$ cat src/ecu_pkg.sv
// constants shared by the event capture unit and its helper modules
// assumes a 40 MHz system clock and byte addresses on the register port
package ecu_pkg;
    localparam int ECU_AW = 8;
    localparam int ECU_DW = 32;
    localparam int ECU_NSLOT = 4;
    localparam int ECU_NSEL = 128;
    localparam int ECU_SELW = 7;
    localparam int ECU_TAPW = 8;
    localparam int ECU_FLAGW = 5;
    localparam int ECU_CTRLW = 13;

    // register byte offsets
    localparam logic [7:0] ECU_OFS_CTRL   = 8'h00;
    localparam logic [7:0] ECU_OFS_PROT   = 8'h04;
    localparam logic [7:0] ECU_OFS_INSEL  = 8'h08;
    localparam logic [7:0] ECU_OFS_STATUS = 8'h0C;
    localparam logic [7:0] ECU_OFS_TBASE  = 8'h10;
    localparam logic [7:0] ECU_OFS_CAP0   = 8'h14;
    localparam logic [7:0] ECU_OFS_CAP3   = 8'h20;
    localparam logic [7:0] ECU_OFS_FLAG   = 8'h24;
    localparam logic [7:0] ECU_OFS_MASK   = 8'h28;
    localparam logic [7:0] ECU_OFS_HRFINE = 8'h2C;
    localparam logic [7:0] ECU_OFS_HRCAL  = 8'h30;

    // control field positions
    localparam int ECU_CTRL_RUN  = 0;
    localparam int ECU_CTRL_FALL = 1;
    localparam int ECU_CTRL_FRST = 2;
    localparam int ECU_CTRL_DMA  = 4;
    localparam int ECU_CTRL_PSC  = 8;
    localparam int ECU_CTRL_HR   = 12;
    localparam logic [12:0] ECU_CTRL_WMASK = 13'h1F33;
    localparam logic [12:0] ECU_CTRL_RST   = 13'h0000;
    localparam logic [6:0]  ECU_INSEL_RST  = 7'h00;
    localparam logic [4:0]  ECU_MASK_RST   = 5'h00;
    localparam int ECU_FLAG_OVF = 4;

    // calibration window of the high-resolution extension
    localparam int ECU_CLK_MHZ   = 40;
    localparam int ECU_HR_WIN_NS = 6400;
    localparam int ECU_HR_WIN_CYC = ECU_HR_WIN_NS * ECU_CLK_MHZ / 1000;

    typedef enum logic [1:0] {
        ECU_SLOT0 = 2'b00,
        ECU_SLOT1 = 2'b01,
        ECU_SLOT2 = 2'b10,
        ECU_SLOT3 = 2'b11
    } ecu_slot_e;
endpackage

$ cat src/ecu_evt_if.sv
// carrier between the input selector and the capture core
// assumes one clock domain; the core drives sel and fall
`timescale 1ns/1ps
interface ecu_evt_if;
    logic [6:0] sel;
    logic       fall;
    logic       level;
    logic       evt;
    modport src  (input sel, input fall, output level, output evt);
    modport sink (output sel, output fall, input level, input evt);
endinterface

$ cat src/ecu_capture.sv
// event capture unit: time base, filter, modulo slots, registers, irq, dma
// assumes a single-cycle register port and synchronous capture inputs
`timescale 1ns/1ps
// Behaviour
// timestamp time base on qualifying input edge
// capture input chosen from 128 candidates
// filter reset clears filter, counter, flags
// status shows modulo counter value always
// one of four capture events triggers dma
// critical registers need protected-write enable open
// high-resolution extension calibrates itself continuously
// modulo counter advances, wraps after fourth event
module ecu_capture (
    input  wire logic                       i_clk,
    input  wire logic                       i_resetn,
    input  wire logic [ecu_pkg::ECU_AW-1:0] i_addr,
    input  wire logic [ecu_pkg::ECU_DW-1:0] i_wdata,
    input  wire logic                       i_wr,
    input  wire logic                       i_rd,
    output logic      [ecu_pkg::ECU_DW-1:0] o_rdata,
    input  wire logic [127:0]               i_cap_in,
    input  wire logic [7:0]                 i_hr_tap,
    output logic                            o_irq,
    output logic                            o_dma_trig
);
    import ecu_pkg::*;

    ecu_evt_if evt_bus ();

    logic [ECU_CTRLW-1:0] ctrl;
    logic                 prot;
    logic [ECU_SELW-1:0]  insel;
    logic [31:0]          tbase;
    logic [31:0]          cap [ECU_NSLOT];
    logic [7:0]           fine [ECU_NSLOT];
    logic [ECU_FLAGW-1:0] flags;
    logic [ECU_FLAGW-1:0] mask;
    logic [ECU_FLAGW-1:0] flag_set;
    logic [ECU_FLAGW-1:0] flag_clr;
    ecu_slot_e            slot;
    ecu_slot_e            next_slot;
    logic [3:0]           psc_cnt;
    logic [3:0]           psc;
    logic [1:0]           dma_sel;
    logic                 run;
    logic                 qual;
    logic                 accepted;
    logic                 frst;
    logic                 tb_ovf;
    logic                 ctrl_ok;
    logic                 cap_hit;
    logic [1:0]           cap_idx;
    logic [7:0]           cap_off;
    logic [7:0]           hr_fine;
    logic [7:0]           hr_cal;
    logic [31:0]          next_rdata;

    assign run     = ctrl[ECU_CTRL_RUN];
    assign psc     = ctrl[ECU_CTRL_PSC +: 4];
    assign dma_sel = ctrl[ECU_CTRL_DMA +: 2];

    assign evt_bus.sel  = insel;
    assign evt_bus.fall = ctrl[ECU_CTRL_FALL];

    ecu_in_sel u_in_sel (
        .i_clk    (i_clk),
        .i_resetn (i_resetn),
        .i_sig    (i_cap_in),
        .bus      (evt_bus)
    );

    ecu_hires u_hires (
        .i_clk    (i_clk),
        .i_resetn (i_resetn),
        .i_en     (ctrl[ECU_CTRL_HR]),
        .i_tap    (i_hr_tap),
        .o_fine   (hr_fine),
        .o_cal    (hr_cal)
    );

    // write gate for the control register
    assign ctrl_ok = i_wr && (i_addr == ECU_OFS_CTRL) && prot;
    assign frst    = ctrl_ok && i_wdata[ECU_CTRL_FRST];

    always_ff @(posedge i_clk or negedge i_resetn) begin
        if (!i_resetn) begin
            prot <= 1'b0;
        end else if (i_wr && (i_addr == ECU_OFS_PROT)) begin
            prot <= i_wdata[0];
        end
    end

    // the reset bit is a strobe and is never stored
    always_ff @(posedge i_clk or negedge i_resetn) begin
        if (!i_resetn) begin
            ctrl <= ECU_CTRL_RST;
        end else if (ctrl_ok) begin
            ctrl <= i_wdata[ECU_CTRLW-1:0] & ECU_CTRL_WMASK;
        end
    end

    always_ff @(posedge i_clk or negedge i_resetn) begin
        if (!i_resetn) begin
            insel <= ECU_INSEL_RST;
        end else if (i_wr && (i_addr == ECU_OFS_INSEL) && prot) begin
            insel <= i_wdata[ECU_SELW-1:0];
        end
    end

    always_ff @(posedge i_clk or negedge i_resetn) begin
        if (!i_resetn) begin
            mask <= ECU_MASK_RST;
        end else if (i_wr && (i_addr == ECU_OFS_MASK)) begin
            mask <= i_wdata[ECU_FLAGW-1:0];
        end
    end

    // free-running time base; a protected write presets it
    assign tb_ovf = run && (tbase == 32'hFFFF_FFFF);

    always_ff @(posedge i_clk or negedge i_resetn) begin
        if (!i_resetn) begin
            tbase <= 32'h0000_0000;
        end else if (i_wr && (i_addr == ECU_OFS_TBASE) && prot) begin
            tbase <= i_wdata;
        end else if (run) begin
            tbase <= tbase + 32'h0000_0001;
        end
    end

    // event filter: passes every (psc+1)th edge while running
    assign qual     = evt_bus.evt && run && !frst;
    assign accepted = qual && (psc_cnt >= psc);

    always_ff @(posedge i_clk or negedge i_resetn) begin
        if (!i_resetn) begin
            psc_cnt <= 4'h0;
        end else if (frst) begin
            psc_cnt <= 4'h0;
        end else if (qual) begin
            psc_cnt <= accepted ? 4'h0 : psc_cnt + 4'h1;
        end
    end

    // modulo counter steering captures into four slots
    always_comb begin
        next_slot = slot;
        if (accepted) begin
            case (slot)
                ECU_SLOT0: next_slot = ECU_SLOT1;
                ECU_SLOT1: next_slot = ECU_SLOT2;
                ECU_SLOT2: next_slot = ECU_SLOT3;
                ECU_SLOT3: next_slot = ECU_SLOT0;
                default:   next_slot = ECU_SLOT0;
            endcase
        end
    end

    always_ff @(posedge i_clk or negedge i_resetn) begin
        if (!i_resetn) begin
            slot <= ECU_SLOT0;
        end else if (frst) begin
            slot <= ECU_SLOT0;
        end else begin
            slot <= next_slot;
        end
    end

    always_ff @(posedge i_clk or negedge i_resetn) begin
        if (!i_resetn) begin
            for (int i = 0; i < ECU_NSLOT; i++) begin
                cap[i]  <= 32'h0000_0000;
                fine[i] <= 8'h00;
            end
        end else if (accepted) begin
            cap[slot]  <= tbase;
            fine[slot] <= hr_fine;
        end
    end

    // sticky flags: a new event beats a same-cycle clear
    always_comb begin
        flag_set = '0;
        flag_set[ECU_FLAG_OVF] = tb_ovf;
        if (accepted) begin
            flag_set[slot] = 1'b1;
        end
        flag_clr = '0;
        if (i_wr && (i_addr == ECU_OFS_FLAG)) begin
            flag_clr = i_wdata[ECU_FLAGW-1:0];
        end
        if (frst) begin
            flag_clr = '1;
        end
    end

    always_ff @(posedge i_clk or negedge i_resetn) begin
        if (!i_resetn) begin
            flags <= '0;
        end else begin
            flags <= (flags & ~flag_clr) | flag_set;
        end
    end

    assign o_irq = |(flags & mask);

    always_ff @(posedge i_clk or negedge i_resetn) begin
        if (!i_resetn) begin
            o_dma_trig <= 1'b0;
        end else begin
            o_dma_trig <= accepted && (slot == dma_sel);
        end
    end

    // register read port: data valid only in the cycle after the strobe
    assign cap_off = i_addr - ECU_OFS_CAP0;
    assign cap_idx = cap_off[3:2];
    assign cap_hit = (i_addr >= ECU_OFS_CAP0) && (i_addr <= ECU_OFS_CAP3)
                     && (i_addr[1:0] == 2'b00);

    always_comb begin
        next_rdata = 32'h0000_0000;
        if (!i_rd) begin
            next_rdata = 32'h0000_0000;
        end else if (i_addr == ECU_OFS_CTRL) begin
            next_rdata = {19'h0, ctrl};
        end else if (i_addr == ECU_OFS_PROT) begin
            next_rdata = {31'h0, prot};
        end else if (i_addr == ECU_OFS_INSEL) begin
            next_rdata = {25'h0, insel};
        end else if (i_addr == ECU_OFS_STATUS) begin
            next_rdata = {29'h0, run, slot};
        end else if (i_addr == ECU_OFS_TBASE) begin
            next_rdata = tbase;
        end else if (cap_hit) begin
            next_rdata = cap[cap_idx];
        end else if (i_addr == ECU_OFS_FLAG) begin
            next_rdata = {27'h0, flags};
        end else if (i_addr == ECU_OFS_MASK) begin
            next_rdata = {27'h0, mask};
        end else if (i_addr == ECU_OFS_HRFINE) begin
            next_rdata = {fine[3], fine[2], fine[1], fine[0]};
        end else if (i_addr == ECU_OFS_HRCAL) begin
            next_rdata = {24'h0, hr_cal};
        end
    end

    always_ff @(posedge i_clk or negedge i_resetn) begin
        if (!i_resetn) begin
            o_rdata <= 32'h0000_0000;
        end else begin
            o_rdata <= next_rdata;
        end
    end
endmodule

$ cat src/ecu_in_sel.sv
// one-of-128 capture input selector with edge detection
// assumes candidate inputs are synchronous to i_clk
`timescale 1ns/1ps
module ecu_in_sel (
    input  wire logic         i_clk,
    input  wire logic         i_resetn,
    input  wire logic [127:0] i_sig,
    ecu_evt_if.src            bus
);
    import ecu_pkg::*;
    logic lvl;
    logic prev;

    always_ff @(posedge i_clk or negedge i_resetn) begin
        if (!i_resetn) begin
            lvl  <= 1'b0;
            prev <= 1'b0;
        end else begin
            lvl  <= i_sig[bus.sel];
            prev <= lvl;
        end
    end

    // a select change may show as one edge; software reselects while stopped
    assign bus.level = lvl;
    assign bus.evt   = bus.fall ? (prev & ~lvl) : (lvl & ~prev);
endmodule

$ cat src/ecu_hires.sv
// high-resolution extension: clips delay-line tap to calibrated period
// assumes i_tap gives the edge position inside the current clock period
`timescale 1ns/1ps
module ecu_hires (
    input  wire logic       i_clk,
    input  wire logic       i_resetn,
    input  wire logic       i_en,
    input  wire logic [7:0] i_tap,
    output logic      [7:0] o_fine,
    output logic      [7:0] o_cal
);
    import ecu_pkg::*;
    logic [8:0] win;
    logic [7:0] peak;
    logic       win_end;

    assign win_end = (win == 9'(ECU_HR_WIN_CYC - 1));

    // calibration runs always, so drift is tracked without software help
    always_ff @(posedge i_clk or negedge i_resetn) begin
        if (!i_resetn) begin
            win  <= 9'h000;
            peak <= 8'h00;
            o_cal <= 8'hFF;
        end else if (win_end) begin
            win   <= 9'h000;
            peak  <= 8'h00;
            o_cal <= (i_tap > peak) ? i_tap : peak;
        end else begin
            win  <= win + 9'h001;
            peak <= (i_tap > peak) ? i_tap : peak;
        end
    end

    assign o_fine = !i_en ? 8'h00 : ((i_tap > o_cal) ? o_cal : i_tap);
endmodule

$ cat config.mk
export PLATFORM = sky130hd
export DESIGN_NAME = ecu_capture
export DESIGN_NICKNAME = d
export VERILOG_FILES = /design/src/ecu_pkg.sv /design/src/ecu_evt_if.sv /design/src/ecu_capture.sv /design/src/ecu_in_sel.sv /design/src/ecu_hires.sv
export SDC_FILE = /design/constraint.sdc
export NUM_CORES = 1
export LEC_CHECK = 0
export BUFFER_PORTS_ARGS = -buffer_cell sky130_fd_sc_hd__buf_2
export CAP_MARGIN = 10
export CORE_AREA = 3 3 186 170
export CTS_CLUSTER_DIAMETER = 150
export DETAILED_ROUTE_END_ITERATION = 8
export DIE_AREA = 0 0 189 173
export GPL_ROUTABILITY_DRIVEN = 0
export GPL_TIMING_DRIVEN = 1
export PLACE_DENSITY = 0.69
export REMOVE_ABC_BUFFERS = 1
export SLEW_MARGIN = 5
export SYNTH_ARGS = -nofsm -noshare
export SYNTH_HDL_FRONTEND = slang
export SYNTH_SLANG_ARGS = --single-unit
$ cat constraint.sdc
create_clock -name i_clk -period 2.6 [get_ports i_clk]
set_clock_uncertainty 0.2 [all_clocks]
set_input_delay 0 -clock i_clk [delete_from_list [all_inputs] [get_ports i_clk]]
set_output_delay 0 -clock i_clk [all_outputs]
set_load 0.02 [all_outputs]
Word-level counts from Yosys, hierarchy flattened --
Index checks and enable logic that the tools add are counted.
Storage, ports and cells: bits in writable memories 0, memories 0, register bits after elaboration 285, memory bits (read-only) 0, latch bits 0, logic and storage cells 131
Operators by class: divide/modulo/power cells 0, equal/unequal tests 14, mux-type cells 41, bitwise logic cells 11, multipliers 0, order comparisons 11, add/sub/neg operators 4, reduce and logical (&&, ||, !) cells 27, shifts and indexed selects 0
Operators by type and width (number):
- $mux W32 | 15
- $bwmux W128 | 1
- $bmux W32 S2 | 1
- $demux W32 S2 | 1
- $mux W8 | 6
- $add A32 B1 Y32 const B | 1
- $bwmux W32 | 1
- $eq A32 B32 Y1 const B | 1
- $eq A8 B6 Y1 const B | 4
- $logic_and A1 B1 Y1 | 19
- $demux W8 S2 | 1
- $eq A8 B4 Y1 const B | 2
- $gt A8 B8 Y1 | 2
- $mux W5 | 3
- $mux W4 | 3
- $and A5 B5 Y5 | 2
- $add A9 B1 Y9 const B | 1
- $eq A9 B8 Y1 const B | 1
- $mux W9 | 1
- $eq A8 B3 Y1 const B | 1
- $eq A8 B5 Y1 const B | 1
- $ge A8 B5 Y1 const B | 1
- $le A8 B6 Y1 const B | 1
- $logic_not A8 Y1 | 1
- other kinds (26) | 37

Logic depth before layout (Yosys ltp) --
Gate-level depths: netlist of the first run.
word-level depth 12, mapped depth 11, depth with buffers taken out 8

By module --
A second synthesis of the first run with hierarchy kept.
Second synthesis, totals: cell total of the unflattened synthesis 1288, area total of the unflattened synthesis 15374.7 µm²
By module, submodules not included:
- ecu_capture | area an instance 12243.0 µm², times used 1, seq. area each 6456.2 µm², cells each 979
- ecu_hires | area an instance 1941.9 µm², times used 1, seq. area each 635.6 µm², cells each 217
- ecu_in_sel | area an instance 1189.9 µm², times used 1, seq. area each 50.0 µm², cells each 92

Worst setup path before layout of the first run --
Ideal clock, no wire load.
path kind register to register, start point reg u_hires.o_cal[1], end point reg fine[0] (netlist bit), buffers on the path 0, data arrival time 2.248 ns, cell stages (with the launch flop) 9, slack 0.022 ns, period minus slack after synthesis 2.578 ns, path through dfstp_2 > inv_1 > ha_1 > nor2b_1 > o211ai_1 > a21o_1 > a21oi_1 > mux2i_1 > o2bb2ai_1
On the way: longest elaborated chain between the ends 4
Ends and longest elaborated chain:
- start: declaration | RTL line ecu_hires.sv:10 | output logic [7:0] o_cal
- start signal: assignment | RTL line ecu_hires.sv:28 | o_cal <= (i_tap > peak) ? i_tap : peak;
- $gt A8 B8 Y1 | RTL line ecu_hires.sv:35 | assign o_fine = !i_en ? 8'h00 : ((i_tap > o_cal) ? o_cal : i_tap);
- $mux W8 (2 in series) | RTL line ecu_hires.sv:35
- $bwmux W32 | RTL line ecu_capture.sv:177 | fine[slot] <= hr_fine;
- end signal: indexed assignment | RTL line ecu_capture.sv:177
- end: declaration | RTL line ecu_capture.sv:35 | logic [7:0] fine [ECU_NSLOT];
Every way passes these cells. A chain may end at the register's enable or synchronous reset.

Final worst setup path of the first run --
start point in i_addr[5] (netlist bit), end point reg cap[59] (netlist bit)
On the way: longest elaborated chain between the ends 7
Ends and longest elaborated chain:
- start: declaration | RTL line ecu_capture.sv:16 | input wire logic [ecu_pkg::ECU_AW-1:0] i_addr,
- $logic_not A8 Y1 | RTL line ecu_capture.sv:82 | assign ctrl_ok = i_wr && (i_addr == ECU_OFS_CTRL) && prot;
- $logic_and A1 B1 Y1 (2 in series) | RTL line ecu_capture.sv:82
- $logic_and A1 B1 Y1 | RTL line ecu_capture.sv:83 | assign frst = ctrl_ok && i_wdata[ECU_CTRL_FRST];
- $logic_not A1 Y1 | RTL line ecu_capture.sv:132 | assign qual = evt_bus.evt && run && !frst;
- $logic_and A1 B1 Y1 | RTL line ecu_capture.sv:132
- $logic_and A1 B1 Y1 | RTL line ecu_capture.sv:133 | assign accepted = qual && (psc_cnt >= psc);
- end signal: indexed assignment | RTL line ecu_capture.sv:176 | cap[slot] <= tbase;
- end: declaration | RTL line ecu_capture.sv:34 | logic [31:0] cap [ECU_NSLOT];
Every way passes these cells.

==> results_dict.tcl, run 1 <==
set metrics [dict create \
    cts_tree "built" \
    grt_max_degree 75 \
    irDropWorstVdd_mv 0.472 \
    drtIter0Drc 903 \
    io_pins 214 \
    dr.pass1.iters 5 \
    n_antenna_cell 0 \
    grt-ovfl-total 0 \
    std_cell_rows 60 \
    htree_num_levels 1 \
    power_mw 10.1 \
    dieArea_um2 32700 \
    internal_power_mw 7.68 \
    postRouteAntennaNets 0 \
    async_flop_share 1.00 \
    syn_inst 1253 \
    yosysUniqueCellTypes 64 \
    wl_per_cell_um 22.3 \
    p_comb_frac 0.105 \
    clk_path_buf_depth 3 \
    fin_crit_ns 2.53 \
    cts-root-buf "clkbuf_16" \
    yosysWarnings 0 \
    drive_above_1_share 0.287 \
    setup_viol 0 \
    finalHoldViolations 0 \
    grtUsageTotal 0.259 \
    end_kind "register" \
    cts.clk_slew.worst_paths_ns 0.06 \
    tightest_slew_ns 0.936 \
    area_growth_pct 24.5 \
    leakage_nw 8.65 \
    io_buffers 213 \
    slew-limit-headroom 0.376 \
    core_area_um2 29800 \
    maxCapViolCount 0 \
    drv_slew 0 \
    num_vias 11600 \
    seq_power_share 0.453 \
    grt_pass1_vias 12100 \
    fmax_ghz 0.395 \
    drt_wl_total_um 44200 \
    fin_cells 1979 \
    crit_type "input pin to register" \
    fin_crit_sh 0.975 \
    numCtsBuffers 29 \
    drc 0 \
    avgSynthCellArea_um2 11.9 \
    start_util 0.499 \
    ys.flop_type "dfrtp_1" \
    synth_edf_count 0 \
    syn_area_um2 14900 \
    critPathMaxFanout 21 \
    vias_per_cell 5.87 \
    synth.ff_latch_count 285 \
    start_kind "input pin" \
    fillers 2419 \
    status "finished clean" \
    die_w_um 189 \
    dp_cells 1845 \
    clk_latency_ns 0.56 \
    nNetsFinal 1768 \
    ys_seq_area_frac 0.481 \
    crit_arrival_ns 2.76 \
    p_sw_frac 0.238 \
    clock_power_share 0.441 \
    post-dp-hpwl_um 29800 \
    rsz0062_at_grt "true" \
    antenna_found_initial 0 \
    critPathRequiredTime_ns 2.83 \
    switching_power_mw 2.40 \
    die_h_um 173 \
    power-per-cell-area_nw_per_um2 545 \
    clock-sinks 285 \
    grt_pass1_wl_um 67600 \
    hold_class "input pin to register" \
]
==> final timing paths <==
path,cells after the start,slack [ns],start,end
setup / recovery,9,0.07,i_addr[5],cap[59]
setup reg to reg,8,0.09,psc_cnt[0],cap[59]
min in group asynchronous,3,0.37,i_resetn,u_hires.win[7]
hold / removal,4,0.007,i_cap_in[68],u_in_sel.bus.level
max in group asynchronous,4,0.93,i_resetn,cap[111]
hold reg to reg,0,0.21,u_in_sel.bus.level,u_in_sel.prev
==> area by class of cell <==
| type | instances | area, µm² | share of cell area |
|---|---|---|---|
| clock buffer | 43 | 868 | 0.0469 |
| clock inverter | 9 | 151 | 0.00818 |
| inverter | 31 | 116 | 0.00629 |
| multi-input combinational | 847 | 7220 | 0.390 |
| sequential | 285 | 7140 | 0.386 |
| tap | 403 | 504 | 0.0272 |
| timing repair buffer | 361 | 2500 | 0.135 |
==> cells by family after synthesis <==
| family | count (synthesis) | synth area share |
|---|---|---|
| adder cells (fa/ha/maj) | 33 | 0.0278 |
| AO/OA/AOI/OAI | 226 | 0.103 |
| XOR/XNOR | 39 | 0.0230 |
| buffers and inverters | 127 | 0.0451 |
| flip-flops | 285 | 0.481 |
| AND/OR/NAND/NOR | 313 | 0.106 |
| multiplexers | 230 | 0.214 |
==> cells in the mapped netlist, types with 4 or more instances <==
cell	count	area [µm²]
mux2i_1	26	260
o21ai_0	61	305
nand4_1	16	100
dfrtp_1	277	6930
a221oi_1	24	210
mux4_2	56	1260
nand3_1	47	235
o31ai_1	5	37.5
nand2_1	96	360
mux2_1	124	1400
nor2_1	67	251
and3_1	10	62.6
xnor2_1	15	131
buf_2	13	65.1
and2_1	4	25.0
buf_1	9	33.8
nor3_1	26	130
a21oi_1	29	145
nand2_8	4	80.1
nor3b_1	5	37.5
and4_1	4	35.0
dfstp_2	8	210
o22ai_1	13	81.3
inv_1	31	116
nand2b_1	4	25.0
a31oi_1	12	75.1
a211oi_1	5	37.5
nor2b_1	10	62.6
buf_6	5	56.3
xor2_1	24	210
buf_8	12	180
ha_1	33	413
o2bb2ai_1	33	289
mux2_2	24	270
o32ai_1	5	43.8
a22oi_1	17	128
clkbuf_1	55	206
==> stage by stage <==
step	utilization	worst slack [ns]	hold slack (ns)	area, µm²	TNS [ns]
floorplan	-	-0.781	-0.496	14300	-148.68
detailed placement	0.556	-0.125	-0.174	16600	-1.93
global route	0.621	-0.0268	0.0162	18500	-0.379
global placement	0.556	-0.111	-0.182	16600	-1.64
finish	0.621	0.0656	0.00690	18500	0
CTS	0.614	0.0410	0.000197	18300	0
==> layout by cell type, fill, tap and decap left out, drive strengths merged, types with 8 or more instances in the layout <==
master / instances
xor2: 24
a221oi: 25
o2bb2ai: 33
ha: 33
nor2b: 10
o21ai: 64
mux2: 148
a21oi: 29
o22ai: 13
nor2: 68
a31oi: 12
nand4: 16
dfstp: 8
dlygate4sd3: 73
and3: 10
mux2i: 26
clkbuf: 44
nand3: 47
dfrtp: 277
a22oi: 17
nand2: 106
buf: 287
inv: 32
nor3: 27
mux4: 56
xnor2: 15
==> flip-flops by register name, summed over array words and instances (netlist names), 2 cells and up <==
register and count:
tbase 32, u_hires.o_cal 8, flags 5, mask 5
evt_bus.sel 7, ctrl 9, slot 2, psc_cnt 4
u_hires.win 9, u_hires.peak 8, o_rdata 32, fine 32
cap 128
==> power groups by stage <==
stage               clock network, mW  registers, mW  logic [mW]
CTS                              4.51           4.57        1.06
global route                     4.69           4.58        1.18
floorplan                           0           4.64       0.465
finish                           4.45           4.57        1.06
global placement                    0           4.65       0.939
detailed placement                  0           4.65       0.969
==> worst max-delay path, cell delays in order <==
cell and delay, ns:
dlygate4sd3_1 0.53, buf_2 0.17, or3_1 0.40, dlygate4sd3_1 0.58
nor2_2 0.22, nor2b_4 0.09, buf_12 0.17, nand2_8 0.22
mux2_1 0.35
==> repair_timing <==
action,in CTS,in global routing
setup endpoints to repair,0,156
gates resized for setup,0,16
hold buffers,73,0
hold endpoints to repair,412,0
buffers inserted,0,2
==> layer usage <==
metal | part of all wire | global-route usage
met5 | 0 | 0
met1 | 0.41 | 0.342
met4 | 0.033 | 0.0813
met2 | 0.48 | 0.439
met3 | 0.070 | 0.0436
Note: power is estimated with default switching activity, not from simulation.
==> run 2, diff against run 1 <==
- CORE_AREA: 3 3 186 170 -> 3 3 213 194
- DIE_AREA: 0 0 189 173 -> 0 0 216 197
- PLACE_DENSITY: 0.69 -> 0.55
- SETUP_SLACK_MARGIN: default -> 0.2
==> run 2 against run 1 <==
  * Clock-buffer cell count did not move
  * Final area up 10%
  * Register-to-register slack better by 0.05 ns
  * Maximum frequency increased by 2.9%
  * Critical path depth stayed put
  * Power grew 5.0%
  * Sequential cell count is the same
  * Critical endpoint is now cap[13]
  * Largest cell class unchanged
==> results_dict.tcl, run 2 (synthesis results as in run 1) <==
set metrics [dict create \
    drc 0 \
    grtUsageTotal 0.223 \
    start_kind "register" \
    clk_latency_ns 0.59 \
    cts-root-buf "clkbuf_16" \
    maxCapViolCount 0 \
    hold_class "input pin to register" \
    numCtsBuffers 31 \
    grt_max_degree 75 \
    power_mw 10.6 \
    io_buffers 213 \
    start_util 0.378 \
    grt_pass1_vias 12200 \
    irDropWorstVdd_mv 0.493 \
    slew-limit-headroom 0.419 \
    crit_type "register to register" \
    status "finished clean" \
    die_h_um 197 \
    critPathMaxFanout 5 \
    post-place-ws_ns 0.00417 \
    std_cell_rows 69 \
    grt-ovfl-total 0 \
    antenna_found_initial 0 \
    setup_viol 0 \
    core_area_um2 39400 \
    num_vias 12100 \
    dieArea_um2 42600 \
    postRouteAntennaNets 0 \
    power-per-cell-area_nw_per_um2 520 \
    crit_arrival_ns 2.73 \
    drt_wl_total_um 50000 \
    rsz0062_at_grt "true" \
    regMostFlops "cap" \
    area_growth_pct 37.0 \
    critPathRequiredTime_ns 2.87 \
    end_kind "register" \
    drv_slew 0 \
    fin_crit_ns 2.46 \
    tightest_slew_ns 0.871 \
    wl_per_cell_um 23.0 \
    cts_tree "built" \
    clock-sinks 285 \
    mostFrequentLayoutCell "dfrtp_1" \
    vias_per_cell 5.56 \
    setup_slack_ns 0.137 \
    die_w_um 216 \
    cts.clk_slew.worst_paths_ns 0.06 \
    fin_hold_ws_ns 0.00638 \
    fmax_ghz 0.406 \
    clk_path_buf_depth 3 \
    finalHoldViolations 0 \
    leakage_nw 9.25 \
    n_antenna_cell 0 \
    dr.pass1.iters 5 \
    htree_num_levels 1 \
    fin_crit_sh 0.947 \
    post-dp-hpwl_um 30400 \
    nNetsFinal 1832 \
    drive_above_1_share 0.390 \
    grt_pass1_wl_um 74100 \
    mostFrequentLayoutCells "dfrtp_1 (275), buf_2 (212), mux2_4 (98)" \
    largest_reg_flops 128 \
    drtIter0Drc 865 \
    io_pins 214 \
]
## run 2: timing repair
| item | in CTS | in global routing |
|---|---|---|
| setup buffers | 8 | 13 |
| hold buffers | 91 | 0 |
| resized for setup | 56 | 135 |
| endpoints found under the hold margin | 419 | 0 |
| pin swaps | 5 | 17 |
| setup endpoints to repair | 162 | 177 |
| cloned | 20 | 10 |
## run 2: critical path, stage by stage (launching register included)
cell       delay, ns
dfrtp_1         0.35
inv_1           0.09
ha_4            0.29
o21ai_4         0.07
a221oi_4        0.29
nor2b_4         0.22
buf_6           0.17
clkbuf_16       0.19
nand2_8         0.11
mux2_4          0.35
## run 2: final cells by class
cell class	count	area, µm²
clock buffers	43	871
clock inverters	14	265
fillers	3461	19000
inverters	31	116
multi-input cells	864	8230
flip-flops and latches	285	7140
well taps	532	666
repair buffers	406	3060
## run 2: worst paths after layout
| check | start | to | slack (ns) | cells after the start |
|---|---|---|---|---|
| setup / recovery | psc_cnt[0] | cap[13] | 0.14 | 9 |
| hold / removal | i_cap_in[14] | u_in_sel.bus.level | 0.006 | 7 |
| setup reg to reg | psc_cnt[0] | cap[13] | 0.14 | 9 |
| hold reg to reg | u_in_sel.bus.level | u_in_sel.prev | 0.22 | 0 |
| max in group asynchronous | i_resetn | u_hires.o_cal[2] | 1.00 | 4 |
| min in group asynchronous | i_resetn | cap[30] | 0.30 | 3 |
## run 2: power breakdown
part,switching [mW],internal (mW)
combinational,0.597,0.487
sequential,0.0465,4.52
clock,1.90,3.03
## run 2: through the flow
stage                     utilization  area [µm²]  setup TNS [ns]  cells
after floorplan                     -       14300         -148.68   1157
after CTS                       0.493       19400               0   2152
after global routing            0.517       20400               0   2175
after detailed placement        0.426       16800               0   1976
after global placement          0.426       16800               0   1976
final                           0.517       20400               0   2175
## run 2: per-layer routing
| metal | GRT usage | vias up | part of all wire |
|---|---|---|---|
| li1 | - | 5403 | - |
| met1 | 0.306 | 6175 | 0.44 |
| met2 | 0.379 | 446 | 0.48 |
| met3 | 0.0384 | 65 | 0.064 |
| met4 | 0.0411 | 0 | 0.016 |
| met5 | 0 | - | 0 |
==> run 3, diff against run 2 <==
- SETUP_SLACK_MARGIN: 0.2 -> default
==> run 3 against run 2 <==
  * The flow now finishes with violations (hold timing)
  * Critical endpoint is now cap[91]
  * Sequential cell count did not move
  * First-iteration DRC count down 10%
  * Via count is 4.9% lower
  * Clock power hardly changed
==> results_dict.tcl, run 3 (synthesis results as in run 1) <==
set metrics [dict create \
    drt_wl_total_um 44600 \
    critPathRequiredTime_ns 2.86 \
    path_cells "and3b_1 -> o21ai_1 -> buf_4 -> a221oi_2 -> nor2b_4 -> buf_12 -> nand2_8 -> mux2_1" \
    n_antenna_cell 0 \
    drc 0 \
    power-per-cell-area_nw_per_um2 555 \
    drv_slew 0 \
    grt_pass1_vias 12000 \
    io_pins 214 \
    num_vias 11500 \
    setup_viol 0 \
    die_h_um 197 \
    finalHoldViolations 1 \
    hold_class "input pin to register" \
    io_buffers 213 \
    slowest_delay_ns 0.41 \
    die_w_um 216 \
    status "complete, but fails checks" \
    fin_cells 2134 \
    cp_slowest_cell "dfrtp_1" \
    fin_crit_ns 2.56 \
    antenna_found_initial 0 \
    r2r_slack_ns 0.04 \
    rr_startpoint "u_in_sel.bus.level" \
    critPathMaxFanout 41 \
    wl_per_cell_um 20.9 \
    crit_path_end "cap[91]" \
    fmax_ghz 0.391 \
    dp_cells 1976 \
    largest_reg_flops 128 \
    nNetsFinal 1791 \
    leakage_nw 8.75 \
    clock-sinks 285 \
    reg2reg_to "cap[91]" \
    slew-limit-headroom 0.610 \
    violations "hold timing" \
    crit_type "register to register" \
    drtIter0Drc 776 \
    htree_num_levels 1 \
    maxCapViolCount 0 \
    end_kind "register" \
    numCtsBuffers 31 \
    dieArea_um2 42600 \
    fin_hold_ws_ns -0.0107 \
    cts.clk_slew.worst_paths_ns 0.06 \
    area_growth_pct 27.6 \
    dr.pass1.iters 5 \
    reg2regPathDepth 8 \
    vias_per_cell 5.39 \
    clk_path_buf_depth 3 \
    fin_setup_tns_ns 0 \
    crit_arrival_ns 2.82 \
    cts_tree "built" \
    grt-ovfl-total 0 \
    regMostFlops "cap" \
    mostFrequentLayoutCells "dfrtp_1 (273), buf_2 (212), mux2_1 (124)" \
    clk_latency_ns 0.58 \
    setup_slack_ns 0.0433 \
    post-place-ws_ns 0.00417 \
    post-dp-hpwl_um 30400 \
    rsz0062_at_grt "true" \
    fin_crit_sh 0.983 \
    crit_start "u_in_sel.bus.level" \
    core_area_um2 39400 \
    std_cell_rows 69 \
    grtUsageTotal 0.208 \
    cts-root-buf "clkbuf_16" \
    drive_above_1_share 0.282 \
    irDropWorstVdd_mv 0.498 \
    start_kind "register" \
    tightest_slew_ns 0.570 \
    start_util 0.378 \
    postRouteAntennaNets 0 \
    grt_max_degree 75 \
    mostFrequentLayoutCell "dfrtp_1" \
    grt_pass1_wl_um 70200 \
]
[run 3: changes by cell type in the layout (fill, tap and decap cells not counted), sizes merged]
| cell | before | now |
|---|---|---|
| dlygate4sd3 | 91 | 98 |
| buf | 311 | 289 |
| clkbuf | 47 | 43 |
| nand2 | 123 | 101 |
[run 3: metrics by stage]
step           hold WS [ns]  utilization  instance area, µm²  power (mW)
2_1_floorplan        -0.496            -               14300        5.10
3_3_place_gp         -0.206        0.426               16800        5.59
3_5_place_dp         -0.208        0.426               16800        5.61
4_1_cts            0.000490        0.481               18900        10.7
5_1_grt              0.0294        0.482               19000        11.0
6_report            -0.0107        0.482               19000        10.5
[run 3: layout make-up]
type / count / area, µm²
tap: 532 / 666
inverter: 31 / 116
clock buffer: 43 / 871
fill: 3603 / 20400
timing repair buffer: 387 / 2800
sequential: 285 / 7150
clock inverter: 14 / 265
multi-input combinational: 842 / 7100
[run 3: layer usage]
layer	part of all wire	track usage
met3	0.055	0.0350
met1	0.45	0.285
met4	0.020	0.0452
met5	0	0
met2	0.48	0.352
[run 3: what timing repair did]
action,4_1_cts,5_1_grt
hold buffers,99,0
endpoints found under the hold margin,419,0
setup buffers,0,1
gates resized for setup,1,12
cloned,0,1
endpoints found under the setup margin,93,156
pin swaps,2,1
[run 3: worst min-delay path by stage]
stage | start | end | slack (ns) | cells past startpoint
floorplan | i_resetn | cap[0] | -0.50 | 0
global placement | i_resetn | cap[30] | -0.21 | 1
detailed placement | i_resetn | cap[126] | -0.21 | 1
CTS | i_wdata[6] | tbase[6] | 0.0005 | 4
global route | i_cap_in[64] | u_in_sel.bus.level | 0.03 | 4
finish | i_cap_in[14] | u_in_sel.bus.level | -0.01 | 7
[run 3: report_power, final]
group	switching [mW]	leakage, nW	internal (mW)
Clock	1.87	0.551	3.03
Combinational	0.577	4.50	0.481
Sequential	0.0461	3.70	4.52
Total	2.50	8.75	8.04
[run 3: critical path: cells and delay by family (launching register included)]
kind | cells | cell delay [ns]
AOI/OAI and AO/OA | 2 | 0.33
buffers and inverters | 2 | 0.37
DFF | 1 | 0.41
muxes | 1 | 0.41
and+or+nand+nor | 3 | 0.68
